===== src/hdl/dps_pkg.sv =====
// constants shared by the dual-port semaphore RAM host controller
package dps_pkg;
    localparam int ADDR_W = 12;
    localparam int DATA_W = 8;
    localparam int SEM_COUNT = 8;
    localparam int SEM_IDX_W = 3;
    localparam int CLK_PERIOD_NS = 5;
    // write pulse and access times of the slowest grade, in ns
    localparam int WRITE_PULSE_NS = 60;
    localparam int ACCESS_NS = 70;
    localparam int RECOVER_NS = 30;
    localparam int WRITE_PULSE_CYC = (WRITE_PULSE_NS + CLK_PERIOD_NS - 1) / CLK_PERIOD_NS;
    localparam int ACCESS_CYC = (ACCESS_NS + CLK_PERIOD_NS - 1) / CLK_PERIOD_NS;
    localparam int RECOVER_CYC = (RECOVER_NS + CLK_PERIOD_NS - 1) / CLK_PERIOD_NS;
    localparam int CNT_W = 8;
    localparam logic [DATA_W-1:0] DATA_RESET = 8'h00;
    localparam logic [ADDR_W-1:0] ADDR_RESET = 12'h000;
    typedef enum logic [1:0] {
        DPS_OP_MEM_RD,
        DPS_OP_MEM_WR,
        DPS_OP_SEM_RD,
        DPS_OP_SEM_WR
    } dps_op_e;
endpackage : dps_pkg


===== src/hdl/dps_sync.sv =====
// two flip-flop synchroniser for the data pins read back from the device
`timescale 1ns/1ps
`default_nettype none
module dps_sync #(
    parameter int W = 8
) (
    // clock and reset
    input  wire logic         clk_in,
    input  wire logic         rst_n_in,
    // data
    input  wire logic [W-1:0] d_in,
    output logic      [W-1:0] q_out
);
    logic [W-1:0] meta_reg;
    logic [W-1:0] sync_reg;
    always_ff @(posedge clk_in or negedge rst_n_in) begin
        if (!rst_n_in) begin
            meta_reg <= '0;
            sync_reg <= '0;
        end else begin
            meta_reg <= d_in;
            sync_reg <= meta_reg;
        end
    end
    assign q_out = sync_reg;
endmodule : dps_sync
`default_nettype wire


===== src/hdl/dps_host.sv =====
// host controller driving one port of the dual-port semaphore RAM
// How it works
// - host drops enables between successive semaphore reads
// - acquire writes zero first, then reads back
// - failed request is read again or released
// - host frees every semaphore after reset
`timescale 1ns/1ps
`default_nettype none
module dps_host (
    // clock and reset
    input  wire logic                        CLK_IN,
    input  wire logic                        RESET_N_IN,
    // user command
    input  wire logic                        CMD_VALID_IN,
    input  wire logic [1:0]                  CMD_OP_IN,
    input  wire logic [dps_pkg::ADDR_W-1:0]  CMD_ADDR_IN,
    input  wire logic [dps_pkg::DATA_W-1:0]  CMD_WDATA_IN,
    output logic                             CMD_READY_OUT,
    output logic                             RSP_VALID_OUT,
    output logic [dps_pkg::DATA_W-1:0]       RSP_RDATA_OUT,
    output logic                             INIT_DONE_OUT,
    // device pins
    output logic                             CE_N_OUT,
    output logic                             SEMAPHORE_SELECT_N_OUT,
    output logic                             OE_N_OUT,
    output logic                             RW_OUT,
    output logic [dps_pkg::ADDR_W-1:0]       ADDR_OUT,
    input  wire logic [dps_pkg::DATA_W-1:0]  DATA_IN,
    output logic [dps_pkg::DATA_W-1:0]       DATA_OUT,
    output logic                             DATA_OE_OUT
);
    typedef enum logic [2:0] {
        DPS_IDLE, DPS_SETUP, DPS_STROBE, DPS_HOLD, DPS_RECOVER
    } dps_state_e;

    logic       rst_meta_reg;
    logic       rst_n_reg;
    dps_state_e state_reg;
    dps_state_e state_next;
    logic [dps_pkg::CNT_W-1:0] cnt_reg;
    logic [dps_pkg::SEM_IDX_W:0] init_idx_reg;
    logic                    initing_reg;
    dps_pkg::dps_op_e        op_reg;
    logic [dps_pkg::ADDR_W-1:0] addr_reg;
    logic [dps_pkg::DATA_W-1:0] wdata_reg;
    logic [dps_pkg::DATA_W-1:0] rdata_reg;
    logic                    rsp_reg;
    logic [dps_pkg::DATA_W-1:0] data_sync;

    always_ff @(posedge CLK_IN or negedge RESET_N_IN) begin
        if (!RESET_N_IN) begin
            rst_meta_reg <= 1'b0;
            rst_n_reg    <= 1'b0;
        end else begin
            rst_meta_reg <= 1'b1;
            rst_n_reg    <= rst_meta_reg;
        end
    end

    dps_sync #(.W(dps_pkg::DATA_W)) u_sync (
        .clk_in   (CLK_IN),
        .rst_n_in (rst_n_reg),
        .d_in     (DATA_IN),
        .q_out    (data_sync)
    );

    wire is_sem    = (op_reg == dps_pkg::DPS_OP_SEM_RD) || (op_reg == dps_pkg::DPS_OP_SEM_WR);
    wire is_write  = (op_reg == dps_pkg::DPS_OP_MEM_WR) || (op_reg == dps_pkg::DPS_OP_SEM_WR);
    wire active    = (state_reg == DPS_SETUP) || (state_reg == DPS_STROBE)
                  || (state_reg == DPS_HOLD);
    wire strobe    = (state_reg == DPS_STROBE);
    wire accept    = (state_reg == DPS_IDLE) && !initing_reg && CMD_VALID_IN;
    wire init_go   = (state_reg == DPS_IDLE) && initing_reg;
    // init ends only once the last release write has recovered, so the
    // user never sees a response pulse from the start-up writes
    wire init_last = (init_idx_reg == (dps_pkg::SEM_IDX_W+1)'(dps_pkg::SEM_COUNT));
    wire cnt_done  = (cnt_reg == '0);
    wire [dps_pkg::CNT_W-1:0] strobe_len = is_write ?
        dps_pkg::CNT_W'(dps_pkg::WRITE_PULSE_CYC) : dps_pkg::CNT_W'(dps_pkg::ACCESS_CYC + 2);

    // exactly one select while active; neither in idle/recover gives standby
    assign CE_N_OUT               = !(active && !is_sem);
    assign SEMAPHORE_SELECT_N_OUT = !(active && is_sem);
    // read/write goes low only during the strobe; its rise ends the write
    assign RW_OUT        = !(strobe && is_write);
    // output enable only for reads, and dropped between accesses so each
    // semaphore read re-latches a fresh flag value
    assign OE_N_OUT      = !(active && !is_write);
    assign DATA_OE_OUT   = active && is_write;
    assign ADDR_OUT      = addr_reg;
    assign DATA_OUT      = wdata_reg;
    assign CMD_READY_OUT = (state_reg == DPS_IDLE) && !initing_reg;
    assign RSP_VALID_OUT = rsp_reg;
    assign RSP_RDATA_OUT = rdata_reg;
    assign INIT_DONE_OUT = !initing_reg;

    always_comb begin
        state_next = state_reg;
        unique case (state_reg)
            DPS_IDLE:    if (accept || init_go) state_next = DPS_SETUP;
            DPS_SETUP:   state_next = DPS_STROBE;
            DPS_STROBE:  if (cnt_done) state_next = DPS_HOLD;
            DPS_HOLD:    state_next = DPS_RECOVER;
            DPS_RECOVER: if (cnt_done) state_next = DPS_IDLE;
            default:     state_next = DPS_IDLE;
        endcase
    end

    always_ff @(posedge CLK_IN or negedge rst_n_reg) begin
        if (!rst_n_reg) begin
            state_reg <= DPS_IDLE;
        end else begin
            state_reg <= state_next;
        end
    end

    always_ff @(posedge CLK_IN or negedge rst_n_reg) begin
        if (!rst_n_reg) begin
            cnt_reg <= '0;
        end else if (state_reg == DPS_SETUP) begin
            cnt_reg <= strobe_len - 1'b1;
        end else if (state_reg == DPS_HOLD) begin
            cnt_reg <= dps_pkg::CNT_W'(dps_pkg::RECOVER_CYC - 1);
        end else if (!cnt_done) begin
            cnt_reg <= cnt_reg - 1'b1;
        end
    end

    // after reset every semaphore is written with one so all start free
    always_ff @(posedge CLK_IN or negedge rst_n_reg) begin
        if (!rst_n_reg) begin
            initing_reg  <= 1'b1;
            init_idx_reg <= '0;
        end else if (init_go) begin
            init_idx_reg <= init_idx_reg + 1'b1;
        end else if (init_last && (state_reg == DPS_RECOVER) && cnt_done) begin
            initing_reg <= 1'b0;
        end
    end

    always_ff @(posedge CLK_IN or negedge rst_n_reg) begin
        if (!rst_n_reg) begin
            op_reg    <= dps_pkg::DPS_OP_MEM_RD;
            addr_reg  <= dps_pkg::ADDR_RESET;
            wdata_reg <= dps_pkg::DATA_RESET;
        end else if (init_go) begin
            op_reg    <= dps_pkg::DPS_OP_SEM_WR;
            addr_reg  <= {{(dps_pkg::ADDR_W-dps_pkg::SEM_IDX_W){1'b0}},
                          init_idx_reg[dps_pkg::SEM_IDX_W-1:0]};
            wdata_reg <= 8'h01;
        end else if (accept) begin
            // commands run one at a time in arrival order, so the user's
            // write-then-read acquire and release-after-failure keep their order
            op_reg    <= dps_pkg::dps_op_e'(CMD_OP_IN);
            addr_reg  <= CMD_ADDR_IN;
            wdata_reg <= CMD_WDATA_IN;
        end
    end

    // read data sampled at the end of the strobe, after synchroniser delay
    always_ff @(posedge CLK_IN or negedge rst_n_reg) begin
        if (!rst_n_reg) begin
            rdata_reg <= dps_pkg::DATA_RESET;
            rsp_reg   <= 1'b0;
        end else begin
            rsp_reg <= (state_reg == DPS_HOLD) && !initing_reg;
            if (strobe && cnt_done && !is_write) begin
                rdata_reg <= data_sync;
            end
        end
    end
endmodule : dps_host
`default_nettype wire


===== config.mk =====
export PLATFORM = sky130hd
export DESIGN_NAME = dps_host
export DESIGN_NICKNAME = d
export VERILOG_FILES = /design/src/hdl/dps_pkg.sv /design/src/hdl/dps_sync.sv /design/src/hdl/dps_host.sv
export SDC_FILE = /design/constraint.sdc
export NUM_CORES = 1
export LEC_CHECK = 0
export BUFFER_PORTS_ARGS = -buffer_cell sky130_fd_sc_hd__buf_2
export CAP_MARGIN = 40
export CORE_ASPECT_RATIO = 1.4
export CORE_MARGIN = 1.5
export CORE_UTILIZATION = 55
export DETAILED_ROUTE_END_ITERATION = 10
export GPL_TIMING_DRIVEN = 0
export PLACE_DENSITY = 0.83
export SYNTH_ARGS = -nofsm -noshare
export SYNTH_HDL_FRONTEND = slang
export SYNTH_SLANG_ARGS = --single-unit

===== constraint.sdc =====
create_clock -name CLK_IN -period 4.9 [get_ports CLK_IN]
set_clock_uncertainty 0.15 [all_clocks]
set_input_delay 0.245 -clock CLK_IN [delete_from_list [all_inputs] [get_ports CLK_IN]]
set_output_delay 0.245 -clock CLK_IN [all_outputs]
set_load 0.02 [all_outputs]

-- Word level (Yosys, flattened, before mapping)
Index checks and enable logic that the tools add are counted.
- input bits: 33
- word-level logic and storage cells: 73
- flip-flop bits (word level): 65
- multiplexer cells: 14
- reductions and logical operators: 30
- bitwise logic cells: 1
- add/subtract/negate cells: 3
- eq/ne operators: 12
- operator list (cell ; count):
    2-to-1 mux 8 bit ; 5
    2-to-1 mux 12 bit ; 2
    case mux 3 bit (5 select lines) ; 1
    logical AND 1 bit ; 13
    2-to-1 mux 3 bit ; 3
    logical NOT 8 bit ; 1
    subtractor 8 x 1 -> 8 bit (second input constant) ; 1
    logical NOT 1 bit ; 7
    == test 3 x 2 -> 1 bit (second input constant) ; 2
    subtractor 5 x 1 -> 6 bit (second input constant) ; 1
    logical OR 1 bit ; 5
    2-to-1 mux 5 bit ; 1
    adder 4 x 1 -> 4 bit (second input constant) ; 1
    == test 2 bit (second input constant) ; 2
    == test 4 bit (second input constant) ; 1
    2-to-1 mux 2 bit ; 2
    != test 2 x 1 -> 1 bit (second input constant) ; 2
    == test 3 x 1 -> 1 bit (second input constant) ; 1
    == test 3 bit (second input constant) ; 1
    logical NOT 3 bit ; 1
    != test 3 x 1 -> 1 bit (second input constant) ; 1
    AND reduction 3 bit ; 1
    == test 2 x 1 -> 1 bit (second input constant) ; 1
    != test 2 bit (second input constant) ; 1
    3 further kinds ; 3

-- Depth between registers and ports, before layout
Gate-level depths: netlist of run 1.
- depth after elaboration: 6
- mapped depth: 6
- depth with buffers taken out: 5

-- Hierarchy
A second synthesis of run 1 with hierarchy kept.
- cell total of the unflattened synthesis: 199
- area, all modules: 2580.0 µm²
- by module, submodules not included (module ; cells an instance ; seq. area each (µm²) ; area an instance (µm²) ; times used):
    dps_host ; 183 ; 1227.4 ; 2179.6 ; 1
    dps_sync ; 16 ; 400.4 ; 400.4 ; 1

-- Least setup slack after synthesis of run 1
Ideal clock, no wire load.
- path kind: register -> register
- start: register initing_reg
- end: register addr_reg (netlist bit ADDR_OUT[10])
- library setup time: 121 ps
- buffers on the path: 3
- arrival: 1605 ps
- setup slack: 3024 ps
- stages on the path, launching flop included: 7
- path through: dfstp_2 clkbuf_1 inv_1 and3_1 buf_2 buf_2 a22o_1
- cells in the longest elaborated chain, start to end: 4
- elaborated cells on any way between the ends: 6
- classes of those cells: mux: 1; reduce/logical: 5
- RTL lines (item ; RTL line ; source):
    start, declared ; dps_host.sv:42 ; logic initing_reg;
    start signal, assigned ; dps_host.sv:132 ; initing_reg <= 1'b1;
    start signal, assigned ; dps_host.sv:137 ; initing_reg <= 1'b0;
    logical NOT 1 bit ; - ;
    named net INIT_DONE_OUT ; dps_host.sv:21 ; output logic INIT_DONE_OUT,
    logical AND 1 bit (2 in a row) ; dps_host.sv:72 ; wire accept = (state_reg == DPS_IDLE) && !initing_reg && CMD_VALID_IN;
    nonzero test 2 bit (no source line) ; - ;
    end signal, assigned ; dps_host.sv:144 ; addr_reg <= dps_pkg::ADDR_RESET;
    end signal, assigned ; dps_host.sv:148 ; addr_reg <= {{(dps_pkg::ADDR_W-dps_pkg::SEM_IDX_W){1'b0}},
    end, declared ; dps_host.sv:44 ; logic [dps_pkg::ADDR_W-1:0] addr_reg;
The timed path passes the listed nets, and every way through them passes these cells.
A chain may end at the register's enable or synchronous reset.

-- Worst setup path after layout of run 1
- start: register state_reg[1]
- end: output DATA_OE_OUT
- cells in the longest elaborated chain, start to end: 4
- elaborated cells on any way between the ends: 6
- classes of those cells: eq/ne: 3; reduce/logical: 3
- RTL lines (item ; RTL line ; source):
    start, declared ; dps_host.sv:38 ; dps_state_e state_reg;
    start signal, assigned ; dps_host.sv:113 ; state_reg <= state_next;
    == test 3 x 1 -> 1 bit or == test 3 x 2 -> 1 bit (tied branches) ; dps_host.sv:69 ; wire active = (state_reg == DPS_SETUP) || (state_reg == DPS_STROBE)
    logical OR 1 bit ; dps_host.sv:69 ;
    logical OR 1 bit * ; dps_host.sv:70 ; || (state_reg == DPS_HOLD);
    logical AND 1 bit * ; dps_host.sv:89 ; assign DATA_OE_OUT = active && is_write;
    end, declared ; dps_host.sv:30 ; output logic DATA_OE_OUT
Mark *: on every way between the ends. The rest lies on a longest branch, timed or not.

==> run metrics, run 1 <==
Worst setup SP type=flip-flop; worst-margin pin slew=0.578 ns; DRT antenna net count=0; Finished Layout Cells=368; final setup fails=0; Num CTS Buffers=9; outcome=finished with violations; Final min period=2.37 ns; # nets final=339; sequential share of the synthesized area=0.633; Max Cap Violations=0; proportion of synthesized area in mux cells=0.0389; Final Wtd Congestion=0.737; crit path max fanout=10; Crit. End Element=output port; hold path depth=3; final hold slack=-0.00165 ns; total power=0.00182 W; DRC=0; Post-Synth XOR/XNOR Area=0.0170; unrepaired setup endpoints after global routing=false; Clock Path Buffers=2; synthesized area per cell=13.1 sq um; failing checks=negative hold slack; WP data arrival=1.97 ns; via count of the first global-routing pass=2058; Main synth FF type=dfrtp_1; Setup Total Neg Slack=0 ns; critical setup path kind=flip-flop to output port; die area=5100 sq um; VDD IR-drop max=0.000305 V; area grow syn2layout=36.1%; post-synthesis compound-gate area fraction=0.143; Vias/cell=5.56; Post-Place Cells=327; Hold Crit Class=input pin to flip-flop; Clock Sinks=65; largest net degree at the start of global routing=41; CTS tree=yes; number of I/O port buffers=68; drt first pass iters=4; register bit total from synthesis=65; GRT Util Overall=0.273; postcts setup bufs=0; initial antenna violation count=0; post-DP HPWL=3790 um; Die Width=60.8 um; Syn. warnings=0; R2R depth=5; root buffer cell=clkbuf_8; Leak Pwr=1.76 nW; Netlist Area Pre-Place=2570 sq um; adder-cell share of the synthesized area=0.0195; core area=4500 sq um; DR iter-0 viols=126; via count=2045; Post-synth EDFFs=0; ANT cells=0; max-slew violation count=0; pwr dens=520 nW/um^2; Crit path required time=4.51 ns; asr flop ratio synth=1.00; I/O pins=69; DIE HEIGHT=83.9 um; Slowest cell on crit path=dfrtp_1; Cell variety after synth=48; number of flip-flops in the largest register=12; largest family of logic cells by synthesized area=compound AO/OA/AOI/OAI gates; CP Cell Sequence=clkbuf_1 > nor2_1 > nor2_1 > and2_1 > buf_2; final hold violations=1; H-tree depth=3; Fill cells=279; final WL=6480 um; final worst path period share=0.483; Largest stage delay, worst path=0.46 ns; Syn Inst Count=196; GRT overflow=0; Post-Synth Simple-Gate Area=0.125; CTS clk-pin slew, worst paths=0.07 ns; worst rel slew slack=0.615; Initial Util=0.572; Routed wire per std cell=17.6 um; commonest non-fill, non-tap cell in the layout=buf_2; worst skew pair latency=0.34 ns; Row Count=29; first-pass GRT wire length=10100 um; share of post-route cells with drive strength above 1=0.310; f_max=423 MHz; most used cell, CP=nor2_1; syn_nets=233; most frequent cells in the layout=buf_2, dfrtp_1, dlygate4sd3_1, a22o_1, nor2_1
worst max-delay path, delay by kind of cell, from the launching register on:
| family | cells | cell delay (ns) |
|---|---|---|
| and+or+nand+nor | 3 | 0.62 |
| buffers and inverters | 2 | 0.56 |
| DFF | 1 | 0.46 |
cell usage after synthesis (2+ instances only):
cell	instances	area share
a22o_1	16	0.054
ha_1	4	0.019
a21oi_1	4	0.0078
or3_1	4	0.0097
a22oi_1	3	0.0088
nand2b_1	2	0.0049
xnor2_1	4	0.014
nand2_1	8	0.012
nor3_1	6	0.012
clkbuf_1	4	0.0058
o21ai_1	5	0.0097
a2bb2oi_1	2	0.0068
a31o_1	2	0.0068
buf_2	3	0.0058
dfrtp_1	64	0.62
and3_1	2	0.0049
mux2_1	8	0.035
inv_1	8	0.012
a32oi_1	3	0.010
nor2_1	14	0.020
a211oi_1	2	0.0058
nand3_1	2	0.0039
through the flow:
stage | area, sq um | worst slack [ns] | util
after global placement | 2990 | 2.22 | 0.665
after global routing | 3500 | 2.45 | 0.778
after floorplan | 2570 | 2.81 | -
after detailed placement | 3010 | 2.76 | 0.669
final | 3500 | 2.53 | 0.778
after CTS | 3490 | 2.66 | 0.776
final timing paths:
path	start	slack (ns)	to
max in group asynchronous	rst_n_reg	3.88	state_reg[2]
hold / removal	CMD_ADDR_IN[1]	-0.002	ADDR_OUT[1]
setup reg to reg	cnt_reg[0]	2.72	RSP_RDATA_OUT[0]
setup / recovery	state_reg[1]	2.53	DATA_OE_OUT
hold reg to reg	rst_n_reg	0.12	DATA_OUT[1]
min in group asynchronous	RESET_N_IN	0.09	rst_meta_reg
routing by layer:
layer / wire, um / GRT usage / up-vias / share of wire
li1: - / - / 926 / -
met1: 2540 / 0.325 / 1021 / 0.39
met2: 3370 / 0.439 / 73 / 0.52
met3: 302 / 0.0527 / 25 / 0.047
met4: 269 / 0.168 / 0 / 0.042
met5: 0 / 0 / - / 0
repair_timing:
action	4_1_cts	5_1_grt
hold endpoints to repair	26	1
hold buffers	25	1
resized for setup	0	0
report_power, final:
group / switching (W) / internal, W / leakage, nW
Combinational: 0.000346 / 0.000227 / 0.829
Clock: 0.000193 / 0.000326 / 0.116
Sequential: 0.000104 / 0.000625 / 0.819
Total: 0.000643 / 0.00118 / 1.76
final cells by class:
cell class | count | area (sq um) | share of cell area
buffer | 7 | 30.0 | 0.00858
clock buffer | 13 | 169 | 0.0482
clock inverter | 2 | 60.1 | 0.0172
inverter | 8 | 30.0 | 0.00858
multi-input combinational | 116 | 885 | 0.253
sequential | 65 | 1630 | 0.465
tap | 62 | 77.6 | 0.0222
timing repair buffer | 95 | 621 | 0.177
kinds of logic after synthesis:
family / Yosys count
fa+ha+maj: 4
compound gates: 46
flops: 65
mux: 9
simple gates: 51
other cells: 1
xor+xnor: 5
buf+inv: 15
Power figures use the tool's default switching activity.
==> inputs of run 2 (changes only) <==
- CORE_UTILIZATION: 55 -> 52
- PLACE_DENSITY: 0.83 -> 0.79
- clock period: 4.9 -> 2.4 ns (I/O delays scaled with it)
==> run metrics, run 2 (synthesis gave the netlist of run 1 again) <==
H-tree depth=3 (unchanged); Row Count=30 (was 29); initial antenna violation count=0 (unchanged); number of flip-flops in the largest register=12 (unchanged); DRC=0 (unchanged); Slowest cell on crit path=nor3b_2 (was dfrtp_1); pwr dens=1000 nW/um^2 (was 520 nW/um^2); Fill cells=318 (was 279); Leak Pwr=1.77 nW (was 1.76 nW); Multi-input gate area=885 sq um (unchanged); Initial Util=0.535 (was 0.572); final WL=6370 um (was 6480 um); max-slew violation count=0 (unchanged); Finished Layout Cells=379 (was 368); slack of the critical path=0.215 ns (was 2.53 ns); r2r startpoint=cnt_reg[0] (unchanged); worst skew pair latency=0.34 ns (about the same); R2R depth=5 (unchanged); die area=5380 sq um (was 5100 sq um); commonest non-fill, non-tap cell in the layout=buf_2 (unchanged); share of post-route cells with drive strength above 1=0.306 (was 0.310); Final Wtd Congestion=0.818 (was 0.737); final setup fails=0 (unchanged); flop2flop setup slack=0.21 ns (was 2.72 ns); CP Cell Sequence=inv_1 > ha_1 > nor3b_2 > nand3_2 > mux2_1 (was clkbuf_1 > nor2_1 > nor2_1 > and2_1 > buf_2); total power=0.00356 W (was 0.00182 W); Crit. path cell count=5 (unchanged); VDD IR-drop max=0.000820 V (was 0.000305 V); largest net degree at the start of global routing=40 (was 41); # nets final=346 (was 339); final hold slack=0.114 ns (was -0.00165 ns); total length of routed met2 wires=3550 um (was 3370 um); Cell Area, Placed=3010 sq um (about the same); CP Capture Point=RSP_RDATA_OUT[7] (was DATA_OE_OUT); via count=2072 (was 2045); via count of the first global-routing pass=2113 (was 2058); postcts setup bufs=0 (unchanged); Hold Crit Class=flip-flop to async pin (was input pin to flip-flop); GRT Util Overall=0.251 (was 0.273); Largest stage delay, worst path=0.48 ns (was 0.46 ns); crit path from=cnt_reg[0] (was state_reg[1]); CTS tree=yes (unchanged); cell family with most CP delay=simple AND/OR/NAND/NOR gates (unchanged); I/O pins=69 (unchanged); first-pass GRT wire length=10100 um (about the same); post-DP HPWL=3680 um (was 3790 um); area grow syn2layout=37.7% (was 36.1%); reg2reg end=RSP_RDATA_OUT[7] (was RSP_RDATA_OUT[0]); root buffer cell=clkbuf_8 (unchanged); Num CTS Buffers=9 (unchanged); DRT antenna net count=0 (unchanged); CTS clk-pin slew, worst paths=0.07 ns (about the same); Die Width=62.4 um (was 60.8 um); f_max=458 MHz; Clock Sinks=65 (unchanged); Buf/Inv on CP=1 (was 2); final worst path period share=0.910; Crit. End Element=flip-flop (was output port); Routed wire per std cell=16.8 um (was 17.6 um); Place WS=0.245 ns (was 2.76 ns); Post-Place Cells=329 (was 327); Reg area=1630 sq um (unchanged); drt first pass iters=4 (unchanged); Crit path required time=2.47 ns (was 4.51 ns); core area=4800 sq um (was 4500 sq um); unrepaired setup endpoints after global routing=false (unchanged); final hold violations=0 (was 1); Max Cap Violations=0 (unchanged); met1 wire length=2350 um (was 2540 um); DR WL met3=292 um (was 302 um); worst rel slew slack=0.614 (was 0.615); GRT overflow=0 (unchanged); number of I/O port buffers=68 (unchanged); crit path max fanout=8 (was 10); Clock Path Buffers=2 (unchanged); DIE HEIGHT=86.2 um (was 83.9 um); Worst setup SP type=flip-flop (unchanged); critical setup path kind=flip-flop to flip-flop (was flip-flop to output port); Final min period=2.19 ns; outcome=complete, no violations (was finished with violations); WP data arrival=2.26 ns (was 1.97 ns); DR iter-0 viols=94 (was 126); worst-margin pin slew=0.578 ns (about the same); fin area=3540 sq um (was 3500 sq um); Vias/cell=5.47 (was 5.56); top sig layer=met4 (unchanged); most frequent cells in the layout=buf_2, dfrtp_1, dlygate4sd3_1, a22o_1, nor2_1 (unchanged)
run 2: stage by stage:
| step | utilization | TNS, ns |
|---|---|---|
| 4_1_cts | 0.737 | 0 |
| 3_3_place_gp | 0.623 | -18.46 |
| 5_1_grt | 0.737 | 0 |
| 2_1_floorplan | - | 0 |
| 6_report | 0.738 | 0 |
| 3_5_place_dp | 0.627 | 0 |
run 2: how the worst min path moves through the flow:
stage / to / start / slack, ns / depth (start not counted)
CTS: DATA_OUT[7] / rst_n_reg / 0.13 / 0
global route: DATA_OUT[4] / rst_n_reg / 0.17 / 0
detailed placement: rst_meta_reg / RESET_N_IN / -0.24 / 1
global placement: rst_n_reg / RESET_N_IN / -0.24 / 1
finish: DATA_OUT[7] / rst_n_reg / 0.11 / 0
floorplan: rst_meta_reg / RESET_N_IN / -0.33 / 0
run 2: repair_timing:
item | CTS | global route
hold endpoints to repair | 33 | 0
resized for setup | 0 | 0
hold buffers | 33 | 0
run 2: power by group:
| part | internal [W] | switching, W |
|---|---|---|
| Clock | 0.000504 | 0.000404 |
| Sequential | 0.00128 | 0.000213 |
| Combinational | 0.000468 | 0.000695 |
run 2: area by class of cell:
type,instances,share of cell area
diodes,1,0.000706
plain buffers,7,0.00847
clock buffers,11,0.0399
clock inverters,5,0.0155
inverters,8,0.00847
multi-input cells,116,0.250
flip-flops and latches,65,0.460
well taps,64,0.0226
repair buffers,102,0.195
run 2: layer usage:
layer	up-vias	GRT usage
met2	78	0.450
met3	16	0.0519
li1	943	-
met1	1035	0.270
met4	0	0.164
met5	-	0
==> inputs of run 3 (changes only) <==
- CORE_MARGIN: 1.5 -> 2
==> run metrics, run 3 (synthesis gave the netlist of run 1 again) <==
post-DP HPWL=3760 um (was 3680 um); worst skew pair latency=0.35 ns (was 0.34 ns); share of post-route cells with drive strength above 1=0.307 (was 0.306); critical setup path kind=flip-flop to flip-flop (unchanged); number of I/O port buffers=68 (unchanged); met3 GRT Util=0.0543 (was 0.0519); r2r startpoint=cnt_reg[0] (unchanged); total power=0.00373 W (was 0.00356 W); most frequent cells in the layout=buf_2, dfrtp_1, dlygate4sd3_1, a22o_1, nor2_1 (unchanged); via count of the first global-routing pass=2079 (was 2113); WP data arrival=2.33 ns (was 2.26 ns); ANT cells=0 (was 1); root buffer cell=clkbuf_8 (unchanged); Int Pwr=0.00242 W (was 0.00225 W); Leak Pwr=1.80 nW (was 1.77 nW); commonest non-fill, non-tap cell in the layout=buf_2 (unchanged); outcome=complete, no violations (unchanged); core area=4800 sq um (unchanged); I/O pins=69 (unchanged); Crit. End Element=flip-flop (unchanged); pwr dens=1040 nW/um^2 (was 1000 nW/um^2); VDD IR-drop max=0.000817 V (was 0.000820 V); DRT antenna net count=0 (unchanged); via count=2034 (was 2072); met2 Use GR=0.415 (was 0.450); Die Width=63.4 um (was 62.4 um); postcts setup bufs=0 (unchanged); Hold Crit Class=flip-flop to async pin (unchanged); Net Sw Frac=0.352 (was 0.369); Max Cap Violations=0 (unchanged); Setup Total Neg Slack=0 ns (unchanged); final setup fails=0 (unchanged); Comb pwr share=0.316 (was 0.327); Worst setup SP type=flip-flop (unchanged); Routed wire per std cell=16.8 um (about the same); Switching Power=0.00131 W (about the same); Final Wtd Congestion=0.814 (was 0.818); Clock Path Buffers=2 (unchanged); Initial Util=0.535 (unchanged); Vias/cell=5.40 (was 5.47); DR iter-0 viols=169 (was 94); number of flip-flops in the largest register=12 (unchanged); final hold violations=0 (unchanged); drt first pass iters=4 (unchanged); CP Cell Sequence=inv_1 > ha_1 > nor3b_2 > nand2_1 > a2111oi_1 (was inv_1 > ha_1 > nor3b_2 > nand3_2 > mux2_1); f_max=435 MHz (was 458 MHz); CTS clk-pin slew, worst paths=0.07 ns (about the same); Largest stage delay, worst path=0.57 ns (was 0.48 ns); largest net degree at the start of global routing=26 (was 40); first-pass GRT wire length=10200 um (was 10100 um); Clk network pwr share=0.287 (was 0.255); die area=5530 sq um (was 5380 sq um); GR peak layer=met2 (unchanged); GRT overflow=0 (unchanged); # nets final=346 (unchanged); crit path max fanout=7 (was 8); Num CTS Buffers=9 (unchanged); Sequential Power Share=0.397 (was 0.418); worst-margin pin slew=0.571 ns (was 0.578 ns); area grow syn2layout=39.6% (was 37.7%); worst rel slew slack=0.617 (was 0.614); max-slew violation count=0 (unchanged); initial antenna violation count=0 (unchanged); reg2reg end=state_reg[0] (was RSP_RDATA_OUT[7]); Crit path required time=2.43 ns (was 2.47 ns); flop2flop setup slack=0.10 ns (was 0.21 ns); CTS tree=yes (unchanged); GRT Util Overall=0.247 (was 0.251); Slowest cell on crit path=a2111oi_1 (was nor3b_2); H-tree depth=3 (unchanged); DIE HEIGHT=87.2 um (was 86.2 um); R2R depth=5 (unchanged); Clock Sinks=65 (unchanged); final worst path period share=0.958 (was 0.910); DRC=0 (unchanged); final WL=6320 um (was 6370 um); Fill cells=323 (was 318); grt met1 use=0.295 (was 0.270); unrepaired setup endpoints after global routing=false (unchanged); Row Count=30 (unchanged); Final min period=2.30 ns (was 2.19 ns)
## run 3: cell count changes in the layout (fill, tap and decap cells not counted), sizes merged
| cell | previous run | this run |
|---|---|---|
| buf | 72 | 73 |
| bufinv | 1 | 2 |
| clkbuf | 15 | 17 |
| clkinv | 2 | 0 |
| clkinvlp | 2 | 0 |
| diode | 1 | 0 |
| dlygate4sd3 | 33 | 32 |
## run 3: how the worst max path moves through the flow
stage	from	cells after the start	to
detailed placement	cnt_reg[0]	5	RSP_RDATA_OUT[6]
finish	cnt_reg[0]	5	state_reg[0]
global placement	rst_n_reg	0	u_sync.meta_reg[0]
floorplan	rst_n_reg	0	ADDR_OUT[0]
CTS	cnt_reg[0]	5	RSP_RDATA_OUT[2]
global route	cnt_reg[1]	5	state_reg[0]
## run 3: metrics by stage
stage               cell area [sq um]  hold slack (ns)  std cells  setup slack, ns   util
floorplan                        2570           -0.326        196            0.308      -
global placement                 2990           -0.245        328           -0.310  0.623
detailed placement               3040           -0.244        330            0.235  0.633
CTS                              3590           0.0230        377            0.221  0.747
global route                     3590           0.0702        377           0.0136  0.748
finish                           3590           0.0373        377            0.100  0.748
## run 3: routing by layer
| metal | part of all wire | wire, um |
|---|---|---|
| met1 | 0.39 | 2440 |
| met2 | 0.54 | 3430 |
| met3 | 0.059 | 376 |
| met4 | 0.013 | 83 |
| met5 | 0 | 0 |
## run 3: layout make-up
| class | instances | area (sq um) | share of cell area |
|---|---|---|---|
| sequential | 65 | 1630 | 0.453 |
| multi-input combinational | 116 | 886 | 0.247 |
| timing repair buffer | 102 | 708 | 0.197 |
| clock buffer | 13 | 169 | 0.0470 |
| tap | 64 | 80.1 | 0.0223 |
| clock inverter | 2 | 60.1 | 0.0167 |
| buffer | 7 | 30.0 | 0.00836 |
| inverter | 8 | 30.0 | 0.00836 |
## run 3: repair_timing
item | CTS | global route
setup endpoints to repair | 0 | 1
hold buffers | 32 | 0
endpoints found under the hold margin | 32 | 0
gates resized for setup | 0 | 1
## run 3: critical path: cells and delay by family, from the launching register on
kind                       cells  cell delay, ns
and+or+nand+nor                2            0.74
AOI/OAI and AO/OA              1            0.57
DFF                            1            0.41
adders and majority gates      1            0.16
buffers and inverters          1            0.11
## run 3: power groups by stage
stage | clock network (W) | registers (W) | logic [W]
after floorplan | 0 | 0.00150 | 0.000776
after global placement | 0 | 0.00150 | 0.00105
after detailed placement | 0 | 0.00149 | 0.00110
after CTS | 0.00107 | 0.00147 | 0.00116
after global routing | 0.00114 | 0.00150 | 0.00130
final | 0.00107 | 0.00148 | 0.00118
